$ cat config.mk
export PLATFORM = sky130hd
export DESIGN_NAME = ctap_card_t0
export DESIGN_NICKNAME = d
export VERILOG_FILES = /design/src/ctap_card_t0.v /design/src/ctap_resp_mem.v
export VERILOG_INCLUDE_DIRS = /design/src /design/src/src
export SDC_FILE = /design/constraint.sdc
export NUM_CORES = 2
export LEC_CHECK = 0
export BUFFER_PORTS_ARGS = -buffer_cell sky130_fd_sc_hd__clkbuf_2
export CAP_MARGIN = 20
export CELL_PAD_IN_SITES_DETAIL_PLACEMENT = 1
export CELL_PAD_IN_SITES_GLOBAL_PLACEMENT = 2
export CORE_UTILIZATION = 45
export DETAILED_ROUTE_END_ITERATION = 8
export GPL_TIMING_DRIVEN = 0
export PLACE_DENSITY = 0.8
export RECOVER_POWER = 25
export SLEW_MARGIN = 5
export SYNTH_ARGS = -nofsm -noshare
export SYNTH_HDL_FRONTEND = slang
export SYNTH_SLANG_ARGS = --single-unit
$ cat constraint.sdc
create_clock -name clk_sys -period 6.3 [get_ports clk_sys]
set_input_delay 1.26 -clock clk_sys [delete_from_list [all_inputs] [get_ports clk_sys]]
set_output_delay 1.26 -clock clk_sys [all_outputs]
set_load 0.01 [all_outputs]
$ cat src/ctap_defs.vh
// Byte codes, status words and timing constants of the card-side T=0 transport
`ifndef CTAP_DEFS_VH
`define CTAP_DEFS_VH

// ------------------------------------------------------------
// Header field positions (byte index within the 5-byte header)
// ------------------------------------------------------------
`define CTAP_HDR_CLA       3'h0
`define CTAP_HDR_INS       3'h1
`define CTAP_HDR_P1        3'h2
`define CTAP_HDR_P2        3'h3
`define CTAP_HDR_P3        3'h4

// ------------------------------------------------------------
// Procedure bytes and status words
// ------------------------------------------------------------
`define CTAP_INS_GETRESP   8'hC0
`define CTAP_PB_NULL       8'h60
`define CTAP_PB_MORE       8'h61
`define CTAP_PB_WRONGLEN   8'h6C
`define CTAP_SW1_BADP      8'h6B
`define CTAP_SW2_BADP      8'h00
`define CTAP_SW1_OK        8'h90
`define CTAP_SW2_OK        8'h00
`define CTAP_SW1_NOPEND    8'h69
`define CTAP_SW2_NOPEND    8'h85
`define CTAP_SW1_GENERR    8'h6F
`define CTAP_SW2_GENERR    8'h00

// ------------------------------------------------------------
// Lengths and timing
// ------------------------------------------------------------
`define CTAP_LE_MAX        9'h100
`define CTAP_CLK_MHZ       50
`define CTAP_NULL_WAIT_US  20
`define CTAP_NULL_WAIT_CYC (`CTAP_NULL_WAIT_US * `CTAP_CLK_MHZ)

`endif

$ cat src/ctap_card_t0.v
// Card-side T=0 transport: header intake, procedure bytes, body, GET RESPONSE
`timescale 1ns/1ps
`include "ctap_defs.vh"

// Contract
// Terminal sends body paced by procedure bytes
// Terminal drops command after status-only answer
// Case 4 normal body end answers 61 xx
// Case 4 abnormal body end answers status only
// Terminal GET RESPONSE length at most xx
// Terminal sends GET RESPONSE 00 after warnings
// Other statuses end command, no GET RESPONSE
// GET RESPONSE handled exactly as case 2
// Accepted case 4 header acknowledged with INS
// Short GET RESPONSE: leading bytes, then 61 rest
// Follow-up continues from offset, ends 90 00
// Full GET RESPONSE: C0, data, 90 00
// Case 2 length too big: 6C available
// Terminal resends header with indicated P3
// Exact length: data after INS, then status
// Case 2 short length: data then 61 rest
// Abnormal processing never answers 90 00
// Bad P1/P2 rejected with 6B 00
// Null byte 60 only asks terminal to wait
module ctap_card_t0 #(
	parameter NULL_WAIT = `CTAP_NULL_WAIT_CYC,
	parameter DEPTH     = 256,
	parameter AW        = 8
) (
	input  wire          clk_sys,
	input  wire          rst,
	input  wire          rx_valid,
	input  wire [7:0]    rx_byte,
	input  wire          tx_ready,
	output wire          tx_valid,
	output wire [7:0]    tx_byte,
	output wire          hdr_valid,
	output wire [7:0]    hdr_cla,
	output wire [7:0]    hdr_ins,
	output wire [7:0]    hdr_p1,
	output wire [7:0]    hdr_p2,
	output wire [7:0]    hdr_p3,
	output wire          body_valid,
	output wire [7:0]    body_byte,
	output wire          body_done,
	input  wire          dec_valid,
	input  wire          dec_param_ok,
	input  wire          dec_case4,
	input  wire          dec_normal,
	input  wire [7:0]    dec_sw1,
	input  wire [7:0]    dec_sw2,
	input  wire [8:0]    dec_len,
	input  wire          resp_we,
	input  wire [AW-1:0] resp_waddr,
	input  wire [7:0]    resp_wdata,
	output wire          busy
);
	// ------------------------------------------------------------
	// States
	// ------------------------------------------------------------
	localparam [3:0] S_HDR  = 4'h0;
	localparam [3:0] S_DEC  = 4'h1;
	localparam [3:0] S_PROC = 4'h2;
	localparam [3:0] S_BODY = 4'h3;
	localparam [3:0] S_DEC4 = 4'h4;
	localparam [3:0] S_DATA = 4'h5;
	localparam [3:0] S_SW1  = 4'h6;
	localparam [3:0] S_SW2  = 4'h7;
	localparam [3:0] S_NULL = 4'h8;
	localparam [3:0] S_GR   = 4'h9;
	localparam integer WAIT_LAST_I = NULL_WAIT - 1;
	localparam [15:0]  WAIT_LAST   = WAIT_LAST_I[15:0];   // Null wait count must fit the 16-bit timer

	reg  [3:0]  state_reg;
	reg  [2:0]  hcnt_reg;
	reg  [7:0]  cla_reg;
	reg  [7:0]  ins_reg;
	reg  [7:0]  p1_reg;
	reg  [7:0]  p2_reg;
	reg  [7:0]  p3_reg;
	reg         hdr_valid_reg;
	reg         body_valid_reg;
	reg  [7:0]  body_byte_reg;
	reg         body_done_reg;
	reg         tx_valid_reg;
	reg  [7:0]  tx_byte_reg;
	reg  [7:0]  sw1_reg;
	reg  [7:0]  sw2_reg;
	reg  [8:0]  avail_reg;
	reg  [8:0]  offset_reg;
	reg  [8:0]  xfer_reg;
	reg  [8:0]  idx_reg;
	reg         pend_reg;
	reg         to_body_reg;
	reg         ret4_reg;
	reg  [15:0] wait_reg;
	reg         busy_reg;
	reg  [7:0]  tx_pick;
	wire [7:0]  mem_rdata;
	wire [8:0]  le_val;
	wire [AW-1:0] mem_raddr;
	wire        tx_done;
	wire        dec_is_ok;

	assign le_val    = (p3_reg == 8'h00) ? `CTAP_LE_MAX : {1'b0, p3_reg};
	assign mem_raddr = offset_reg[AW-1:0] + idx_reg[AW-1:0];
	assign tx_done   = tx_valid_reg & tx_ready;
	assign dec_is_ok = (dec_sw1 == `CTAP_SW1_OK) && (dec_sw2 == `CTAP_SW2_OK);

	ctap_resp_mem #(.DEPTH(DEPTH), .AW(AW)) u_mem (
		.clk_sys (clk_sys),
		.we      (resp_we),
		.waddr   (resp_waddr),
		.wdata   (resp_wdata),
		.raddr   (mem_raddr),
		.rdata   (mem_rdata)
	);

	// ------------------------------------------------------------
	// Transmit byte selection
	// ------------------------------------------------------------
	// Byte offered in each sending state
	always @* begin
		case (state_reg)
			S_PROC:  tx_pick = ins_reg;                 // see R9, see R12
			S_DATA:  tx_pick = mem_rdata;
			S_SW1:   tx_pick = sw1_reg;
			S_SW2:   tx_pick = sw2_reg;
			S_NULL:  tx_pick = `CTAP_PB_NULL;
			default: tx_pick = 8'h00;
		endcase
	end

	// ------------------------------------------------------------
	// Main sequencer
	// ------------------------------------------------------------
	// Sending states hold tx_valid until the serializer takes the byte
	always @(posedge clk_sys or posedge rst) begin
		if (rst) begin
			state_reg      <= S_HDR;
			hcnt_reg       <= 3'h0;
			cla_reg        <= 8'h00;
			ins_reg        <= 8'h00;
			p1_reg         <= 8'h00;
			p2_reg         <= 8'h00;
			p3_reg         <= 8'h00;
			hdr_valid_reg  <= 1'b0;
			body_valid_reg <= 1'b0;
			body_byte_reg  <= 8'h00;
			body_done_reg  <= 1'b0;
			tx_valid_reg   <= 1'b0;
			tx_byte_reg    <= 8'h00;
			sw1_reg        <= 8'h00;
			sw2_reg        <= 8'h00;
			avail_reg      <= 9'h000;
			offset_reg     <= 9'h000;
			xfer_reg       <= 9'h000;
			idx_reg        <= 9'h000;
			pend_reg       <= 1'b0;
			to_body_reg    <= 1'b0;
			ret4_reg       <= 1'b0;
			wait_reg       <= 16'h0000;
			busy_reg       <= 1'b0;
		end else begin
			hdr_valid_reg  <= 1'b0;
			body_valid_reg <= 1'b0;
			body_done_reg  <= 1'b0;
			busy_reg       <= (state_reg != S_HDR);
			// Shared transmit handshake
			if (state_reg == S_PROC || state_reg == S_DATA || state_reg == S_SW1 ||
				state_reg == S_SW2 || state_reg == S_NULL) begin
				if (!tx_valid_reg) begin
					tx_valid_reg <= 1'b1;
					tx_byte_reg  <= tx_pick;
				end else if (tx_ready) begin
					tx_valid_reg <= 1'b0;
				end
			end
			case (state_reg)
				// Five header bytes; GET RESPONSE is served here, not by the application
				S_HDR: begin
					if (rx_valid) begin
						hcnt_reg <= hcnt_reg + 3'h1;
						case (hcnt_reg)
							`CTAP_HDR_CLA: cla_reg <= rx_byte;
							`CTAP_HDR_INS: ins_reg <= rx_byte;
							`CTAP_HDR_P1:  p1_reg  <= rx_byte;
							`CTAP_HDR_P2:  p2_reg  <= rx_byte;
							default:       p3_reg  <= rx_byte;
						endcase
						if (hcnt_reg == `CTAP_HDR_P3) begin
							hcnt_reg <= 3'h0;
							wait_reg <= 16'h0000;
							if (ins_reg == `CTAP_INS_GETRESP) begin
								if (pend_reg) begin
									state_reg <= S_GR;
								end else begin
									sw1_reg   <= `CTAP_SW1_NOPEND;
									sw2_reg   <= `CTAP_SW2_NOPEND;
									state_reg <= S_SW1;
								end
							end else begin
								pend_reg      <= 1'b0;
								hdr_valid_reg <= 1'b1;
								state_reg     <= S_DEC;
							end
						end
					end
				end
				// Application verdict on the header
				S_DEC: begin
					wait_reg <= wait_reg + 16'h0001;
					if (dec_valid) begin
						if (!dec_param_ok) begin
							sw1_reg   <= `CTAP_SW1_BADP;
							sw2_reg   <= `CTAP_SW2_BADP;
							state_reg <= S_SW1;
						end else if (!dec_normal) begin
							// A claimed 90 00 on failure is replaced by a generic error
							sw1_reg   <= dec_is_ok ? `CTAP_SW1_GENERR : dec_sw1;
							sw2_reg   <= dec_is_ok ? `CTAP_SW2_GENERR : dec_sw2;
							state_reg <= S_SW1;
						end else if (dec_case4) begin
							to_body_reg <= 1'b1;
							idx_reg     <= 9'h000;
							state_reg   <= S_PROC;               // see R9
						end else begin
							avail_reg  <= dec_len;
							offset_reg <= 9'h000;
							state_reg  <= S_GR;
						end
					end else if (wait_reg == WAIT_LAST) begin
						ret4_reg  <= 1'b0;
						state_reg <= S_NULL;
					end
				end
				// Case 2 length check against what is available
				S_GR: begin
					if (le_val > avail_reg) begin
						sw1_reg   <= `CTAP_PB_WRONGLEN;          // see R13
						sw2_reg   <= avail_reg[7:0];
						state_reg <= S_SW1;
					end else begin
						to_body_reg <= 1'b0;
						xfer_reg    <= le_val;
						idx_reg     <= 9'h000;
						state_reg   <= S_PROC;
					end
				end
				// Single procedure byte, then the whole transfer in one run
				S_PROC: begin
					if (tx_done) begin
						state_reg <= to_body_reg ? S_BODY : S_DATA;
					end
				end
				// Command body from the terminal
				S_BODY: begin
					if (idx_reg == {1'b0, p3_reg}) begin
						body_done_reg <= 1'b1;
						wait_reg      <= 16'h0000;
						state_reg     <= S_DEC4;
					end else if (rx_valid) begin
						body_valid_reg <= 1'b1;
						body_byte_reg  <= rx_byte;
						idx_reg        <= idx_reg + 9'h001;
					end
				end
				// Outcome of a case 4 body
				S_DEC4: begin
					wait_reg <= wait_reg + 16'h0001;
					if (dec_valid) begin
						if (dec_normal) begin
							pend_reg   <= 1'b1;
							avail_reg  <= dec_len;
							offset_reg <= 9'h000;
							sw1_reg    <= `CTAP_PB_MORE;
							sw2_reg    <= dec_len[7:0];
						end else begin
							sw1_reg <= dec_is_ok ? `CTAP_SW1_GENERR : dec_sw1; // see R4
							sw2_reg <= dec_is_ok ? `CTAP_SW2_GENERR : dec_sw2;
						end
						state_reg <= S_SW1;
					end else if (wait_reg == WAIT_LAST) begin
						ret4_reg  <= 1'b1;
						state_reg <= S_NULL;
					end
				end
				// Response bytes from the stored offset
				S_DATA: begin
					if (tx_done) begin
						idx_reg <= idx_reg + 9'h001;
						if (idx_reg + 9'h001 == xfer_reg) begin
							if (xfer_reg < avail_reg) begin
								pend_reg   <= 1'b1;
								avail_reg  <= avail_reg - xfer_reg;
								offset_reg <= offset_reg + xfer_reg;
								sw1_reg    <= `CTAP_PB_MORE;          // see R10
								sw2_reg    <= avail_reg[7:0] - xfer_reg[7:0];
							end else begin
								pend_reg <= 1'b0;
								sw1_reg  <= `CTAP_SW1_OK;             // see R11
								sw2_reg  <= `CTAP_SW2_OK;
							end
							state_reg <= S_SW1;
						end
					end
				end
				S_SW1: begin
					if (tx_done) begin
						state_reg <= S_SW2;
					end
				end
				S_SW2: begin
					if (tx_done) begin
						state_reg <= S_HDR;
					end
				end
				// Null byte keeps the terminal waiting; the command carries on
				S_NULL: begin
					if (tx_done) begin
						wait_reg  <= 16'h0000;
						state_reg <= ret4_reg ? S_DEC4 : S_DEC;
					end
				end
				default: begin
					state_reg <= S_HDR;
				end
			endcase
		end
	end

	// ------------------------------------------------------------
	// Outputs
	// ------------------------------------------------------------
	assign tx_valid   = tx_valid_reg;
	assign tx_byte    = tx_byte_reg;
	assign hdr_valid  = hdr_valid_reg;
	assign hdr_cla    = cla_reg;
	assign hdr_ins    = ins_reg;
	assign hdr_p1     = p1_reg;
	assign hdr_p2     = p2_reg;
	assign hdr_p3     = p3_reg;
	assign body_valid = body_valid_reg;
	assign body_byte  = body_byte_reg;
	assign body_done  = body_done_reg;
	assign busy       = busy_reg;
endmodule

$ cat src/ctap_resp_mem.v
// Response data store written by the application, read by the transport
`timescale 1ns/1ps

module ctap_resp_mem #(
	parameter DEPTH = 256,
	parameter AW    = 8
) (
	input  wire          clk_sys,
	input  wire          we,
	input  wire [AW-1:0] waddr,
	input  wire [7:0]    wdata,
	input  wire [AW-1:0] raddr,
	output wire [7:0]    rdata
);
	reg [7:0] mem [0:DEPTH-1];

	// ------------------------------------------------------------
	// Storage
	// ------------------------------------------------------------
	// Write port; no reset since contents are only read after being written
	always @(posedge clk_sys) begin
		if (we) begin
			mem[waddr] <= wdata;
		end
	end

	// Read is combinational so the transmit path needs no extra wait state
	assign rdata = mem[raddr];
endmodule

# [Yosys cells after proc, flatten, opt, wreduce, memory -nomap -nowiden]
# Memory sizes are Yosys's and may differ from the RTL's.
# Cells that the tools add are included.
[word_totals] register_bits=139 latch_bits=0 mem_bits_rw=2048 rom_bits=0 input_bits=58 out_inout_bits=61 memories=1
[mem_list] memory="u_mem.mem" depth=256 width=8 read_ports=1 rd_ports_with_merged_regs=0 wr=1 line_no="ctap_resp_mem.v:15" text="reg [7:0] mem [0:DEPTH-1];"
[classes] add_sub_neg=7 n_mul=0 div_mod_pow=0 magnitude_cmp=2 eq_ne=47 n_shift=0 mux=121 bitwise=5 reduce_logical=36
[op_table] cell="9-bit two-way mux" count=27
[op_table] cell="8-bit two-way mux" count=28
[op_table] cell="8-bit case mux with 5 select lines" count=3
[op_table] cell="4-bit two-way mux" count=17
[op_table] cell="16-bit two-way mux" count=4
[op_table] cell="16-bit case mux with 4 select lines" count=1
[op_table] cell="9-bit case mux with 3 select lines" count=2
[op_table] cell="2-bit inequality test (second input constant)" count=26
[op_table] cell="4-bit case mux with 10 select lines" count=1
[op_table] cell="9-bit case mux with 4 select lines" count=1
[op_table] cell="1-bit two-way mux" count=30
[op_table] cell="3-bit AND reduction" count=6
[op_table] cell="9-bit AND reduction" count=2
[op_table] cell="16-bit by 1-bit adder with 16-bit output (second input constant)" count=1
[op_table] cell="16-bit by 10-bit equality test with 1-bit output (second input constant)" count=1
[op_table] cell="4-bit by 3-bit equality test with 1-bit output (second input constant)" count=4
[op_table] cell="8-bit equality test (second input constant)" count=2
[op_table] cell="8-bit zero test" count=2
[op_table] cell="3-bit two-way mux" count=4
[op_table] cell="4-bit nonzero test" count=3
[op_table] cell="11-bit AND reduction" count=1
[op_table] cell="10-bit AND reduction" count=1
[op_table] cell="5-bit AND reduction" count=2
[op_table] cell="9-bit by 1-bit adder with 9-bit output (second input constant)" count=1
[op_table] cell="other kinds (33)" count=48

# [Depth between registers and ports, before layout]
[depth] word_depth=7 ltp_mapped=14

# [Cells and area by module]
# Synthesis repeated with hierarchy kept, for this count alone.
[unflattened] cells_unflattened=4574 hier_area_um2=87677.8
[modules_own_cells] mod="ctap_resp_mem" instances=1 cells_per_inst=3725 area_per_inst_um2=79396.1 seq_area_each_um2=61499.0
[modules_own_cells] mod="ctap_card_t0" instances=1 cells_per_inst=849 area_per_inst_um2=8281.7 seq_area_each_um2=3453.3

# [Least setup slack after synthesis]
# Ideal clock, no wire load.
[synth_timing] path_type="register -> register" startpoint="reg idx_reg[0]" endpoint="reg tx_byte_reg[0], in the netlist tx_byte[0]" setup_ns=0.141 t_arrival_ns=3.280 t_required_ns=6.159 slack_ns=2.878 stages_incl_launch_ff=14 path_buffers=4 cell_sequence="dfrtp_1 -> ha_1 -> fa_1 -> buf_2 -> buf_2 -> buf_1 -> buf_1 -> mux4_2 -> nand2_1 -> nand3_1 -> a32oi_1 -> nand4_1 -> o41ai_1 -> a31oi_1"
[synth_between] elab_chain_len=3
[synth_lines] item="start, declared" line_no="ctap_card_t0.v:92" text="reg [8:0] idx_reg;"
[synth_lines] item="start signal, assigned" line_no="ctap_card_t0.v:265" text="idx_reg <= idx_reg + 9'h001;"
[synth_lines] item="start signal, assigned" line_no="ctap_card_t0.v:291" text="idx_reg <= idx_reg + 9'h001;"
[synth_lines] item="8-bit adder" line_no="ctap_card_t0.v:106" text="assign mem_raddr = offset_reg[AW-1:0] + idx_reg[AW-1:0];"
[synth_lines] item="memory 256 x 8 bit"
[synth_lines] item="8-bit case mux with 5 select lines" line_no="ctap_card_t0.v:124" text="case (state_reg)"
[synth_lines] item="end signal, assigned" line_no="ctap_card_t0.v:174" text="tx_byte_reg <= tx_pick;"
[synth_lines] item="end, declared" line_no="ctap_card_t0.v:86" text="reg [7:0] tx_byte_reg;"
# Every way passes these cells.
# A chain may end at the register's enable or synchronous reset.

# [Worst setup path in the final report]
[layout_timing] startpoint="reg idx_reg[0]" endpoint="reg tx_byte_reg[1], in the netlist tx_byte[1]"
# The elaborated chain is that of the path after synthesis.

==> impl_metrics.toml <==
[die]
start_util = 0.4525
die_h_um = 444.6
core_area_um2 = 194800
die_w_um = 444.6
num_rows = 162
dieArea_um2 = 197700
io_pins = 119

[finish]
multi_input_area_um2 = 21850
fill_cells = 17720
final_area_um2 = 100400
largest_reg_flops = 2048
regArea_um2 = 64950
drive_gt1_frac = 0.2307
nets = 5255
area_delta_synth_final_pct = 13.89

[routing]
postRouteAntennaNets = 0
via_per_inst = 6.313
dr.pass1.iters = 6
vias = 50320
drc = 0
routedWlPerCell_um = 35.71
drt_iter0_drc = 7213
wirelength_um = 284600

[sta]
fmax_mhz = 155.1
slew_headroom = -2.707
skew_ns = 0.03787
report.final.slew_viol_count = 1343
period_share = 1.023
timing.hold.ws_ns = 0.5024
rsz0062_at_grt = "false"
hold_viol = 0
finalSetupTns_ns = -0.3822
finalSetupViolations = 4
period_minus_slack_ns = 6.446
setup_ws_ns = -0.1455
worst_pin_slew_ns = 5.561

[hold_path]
whs_endpoint = "hdr_cla[5]"
hold_path_class = "register to register"
hp-start = "hdr_cla[5]"
hold_depth = 1

[global_routing]
grt_use_total = 0.2873
grt_pass1_vias = 51140
grt_pass1_wl_um = 394900
grt-ovfl-total = 0
antenna_found_initial = 21
grt_max_degree = 153

[worst_setup_path]
cp_num_buf_inv = 2
critPathKind = "register to register"
path_cells = "ha_1, fa_1, xor2_1, clkbuf_1, clkbuf_1, nand2_1, a32oi_1, o21ai_0, a211oi_1, o41ai_2, a31oi_1"
cp.required_ns = 7.09
crit_path_frequent_cell = "clkbuf_1"
arrival_ns = 7.24
r2r-end = "tx_byte[1]"
critPathCaptureType = "register"
critPathTopFamily = "compound AO/OA/AOI/OAI gates"
critPathLaunchType = "register"
r2r_slack_ns = -0.15
r2r_cells = 11
critPathMaxFanout = 10
r2r-start = "idx_reg[0]"
critPathLaunch = "idx_reg[0]"
slowest_delay_ns = 1.11
cp_slowest_cell = "a211oi_1"

[synthesis]
ys_ff_latch = 2186
synth_top_area_share = 0.6977
ys.flop_type = "edfxtp_1"
syn_area_um2 = 88150
async_flop_share = 0.06313
synth_warnings = 0
synth_edf_count = 2048
yosysUniqueCellTypes = 82
synth_commonest_cells = "edfxtp_1 (2048), mux4_2 (515), nand2_1 (411), nor2_1 (343), clkbuf_1 (161)"
synth.largest_area_cell = "edfxtp_1"
synth_most_common_cell = "edfxtp_1"
syn_avg_cell_area_um2 = 18.51
ys_seq_area_frac = 0.7369
synth_fp_nets = 4862
synthCells = 4762
synth_area_leaders = "edfxtp_1 (70%), mux4_2 (13%), dfrtp_1 (3.9%)"

[cts]
clock_latency_ns = 0.87
hold_buffers = 0
numClockSinks = 2186
numCtsBuffers = 216
clk_pin_slew_ns = 0.06
root_buffer = "clkbuf_16"
htreeDepth = 4
post_cts_buffers = 0
clock_path_buffers = 3
tritoncts = "yes"

[place]
dp_hpwl_um = 196700
dpl-instance-area_um2 = 93280
port_buffers = 112
routabilityCongestion = 0.9449
pre_cts_ws_ns = -0.6350

[power]
peakVddDrop_uv = 294.8
power_leakage_nw = 32.00
powerDensity_nw_per_um2 = 416.4
power_mw = 41.80

[outcome]
violations = "max-capacitance violations, max-slew violations, negative setup slack"
outcome = "finished, violations left"

[flow_run]
cap_viol_max_count = 14
## layout by cell type (no fill, tap or decap), types with 48 or more instances in the layout
cell type  netlist  layout
buf_2           77      81
clkbuf_1       161     177
clkbuf_16        0     216
clkbuf_2         0     137
clkinv_2         0      48
dfrtp_1        138     138
edfxtp_1      2048    2048
mux2_2          71      71
mux2i_1         70      70
mux4_2         515     515
nand2_1        411     411
nand3_1        151     151
nor2_1         343     343
o21ai_0         93      92
## layer usage
layer / global-route usage / routed length, µm / part of all wire
met3: 0.06525 / 28130 / 0.099
met1: 0.3743 / 106200 / 0.37
met2: 0.4531 / 133400 / 0.47
met5: 0 / 41 / 0.00014
met4: 0.1501 / 16830 / 0.059
## cell families after synthesis
kind of cell | Yosys count | share of synthesized area
buffers and inverters | 325 | 0.01588
muxes | 663 | 0.1498
and+or+nand+nor | 1107 | 0.05551
adders and majority gates | 42 | 0.006217
xor gates and xnor gates | 37 | 0.003676
DFF | 2186 | 0.7369
AOI/OAI and AO/OA | 402 | 0.03207
## final cells by class
cell class                 count  share of cell area
multi-input combinational   2251              0.2177
clock inverter               145             0.01670
antenna                       10           0.0002493
inverter                      44            0.001658
sequential                  2186              0.6470
buffer                       280             0.01260
tap                         2624             0.03270
timing repair buffer         176             0.01579
clock buffer                 255             0.05560
## through the flow
step,util,cells
6_report,0.5154,7971
5_1_grt,0.5153,7965
4_1_cts,0.5163,7958
3_5_place_dp,0.4789,7558
3_3_place_gp,0.4723,7498
2_1_floorplan,-,4762
## worst max path at each step
| stage | endpoint | slack (ns) | cells after the start |
|---|---|---|---|
| floorplan | avail_reg[0] | 1.34 | 1 |
| global placement | tx_byte[7] | -1.28 | 12 |
| detailed placement | tx_byte[7] | -0.64 | 12 |
| CTS | tx_byte[1] | 0.14 | 14 |
| global route | tx_byte[7] | 0.004 | 12 |
| finish | tx_byte[1] | -0.15 | 11 |
## power breakdown
part	internal, mW	switching, mW
sequential	16.3	0.379
combinational	4.69	7.13
clock	7.59	5.76
## what timing repair did
action                                  in CTS  in global routing
endpoints found under the setup margin       5                  2
gates resized for setup                      8                  4
cloned                                       0                  0
Power figures use the tool's default switching activity.
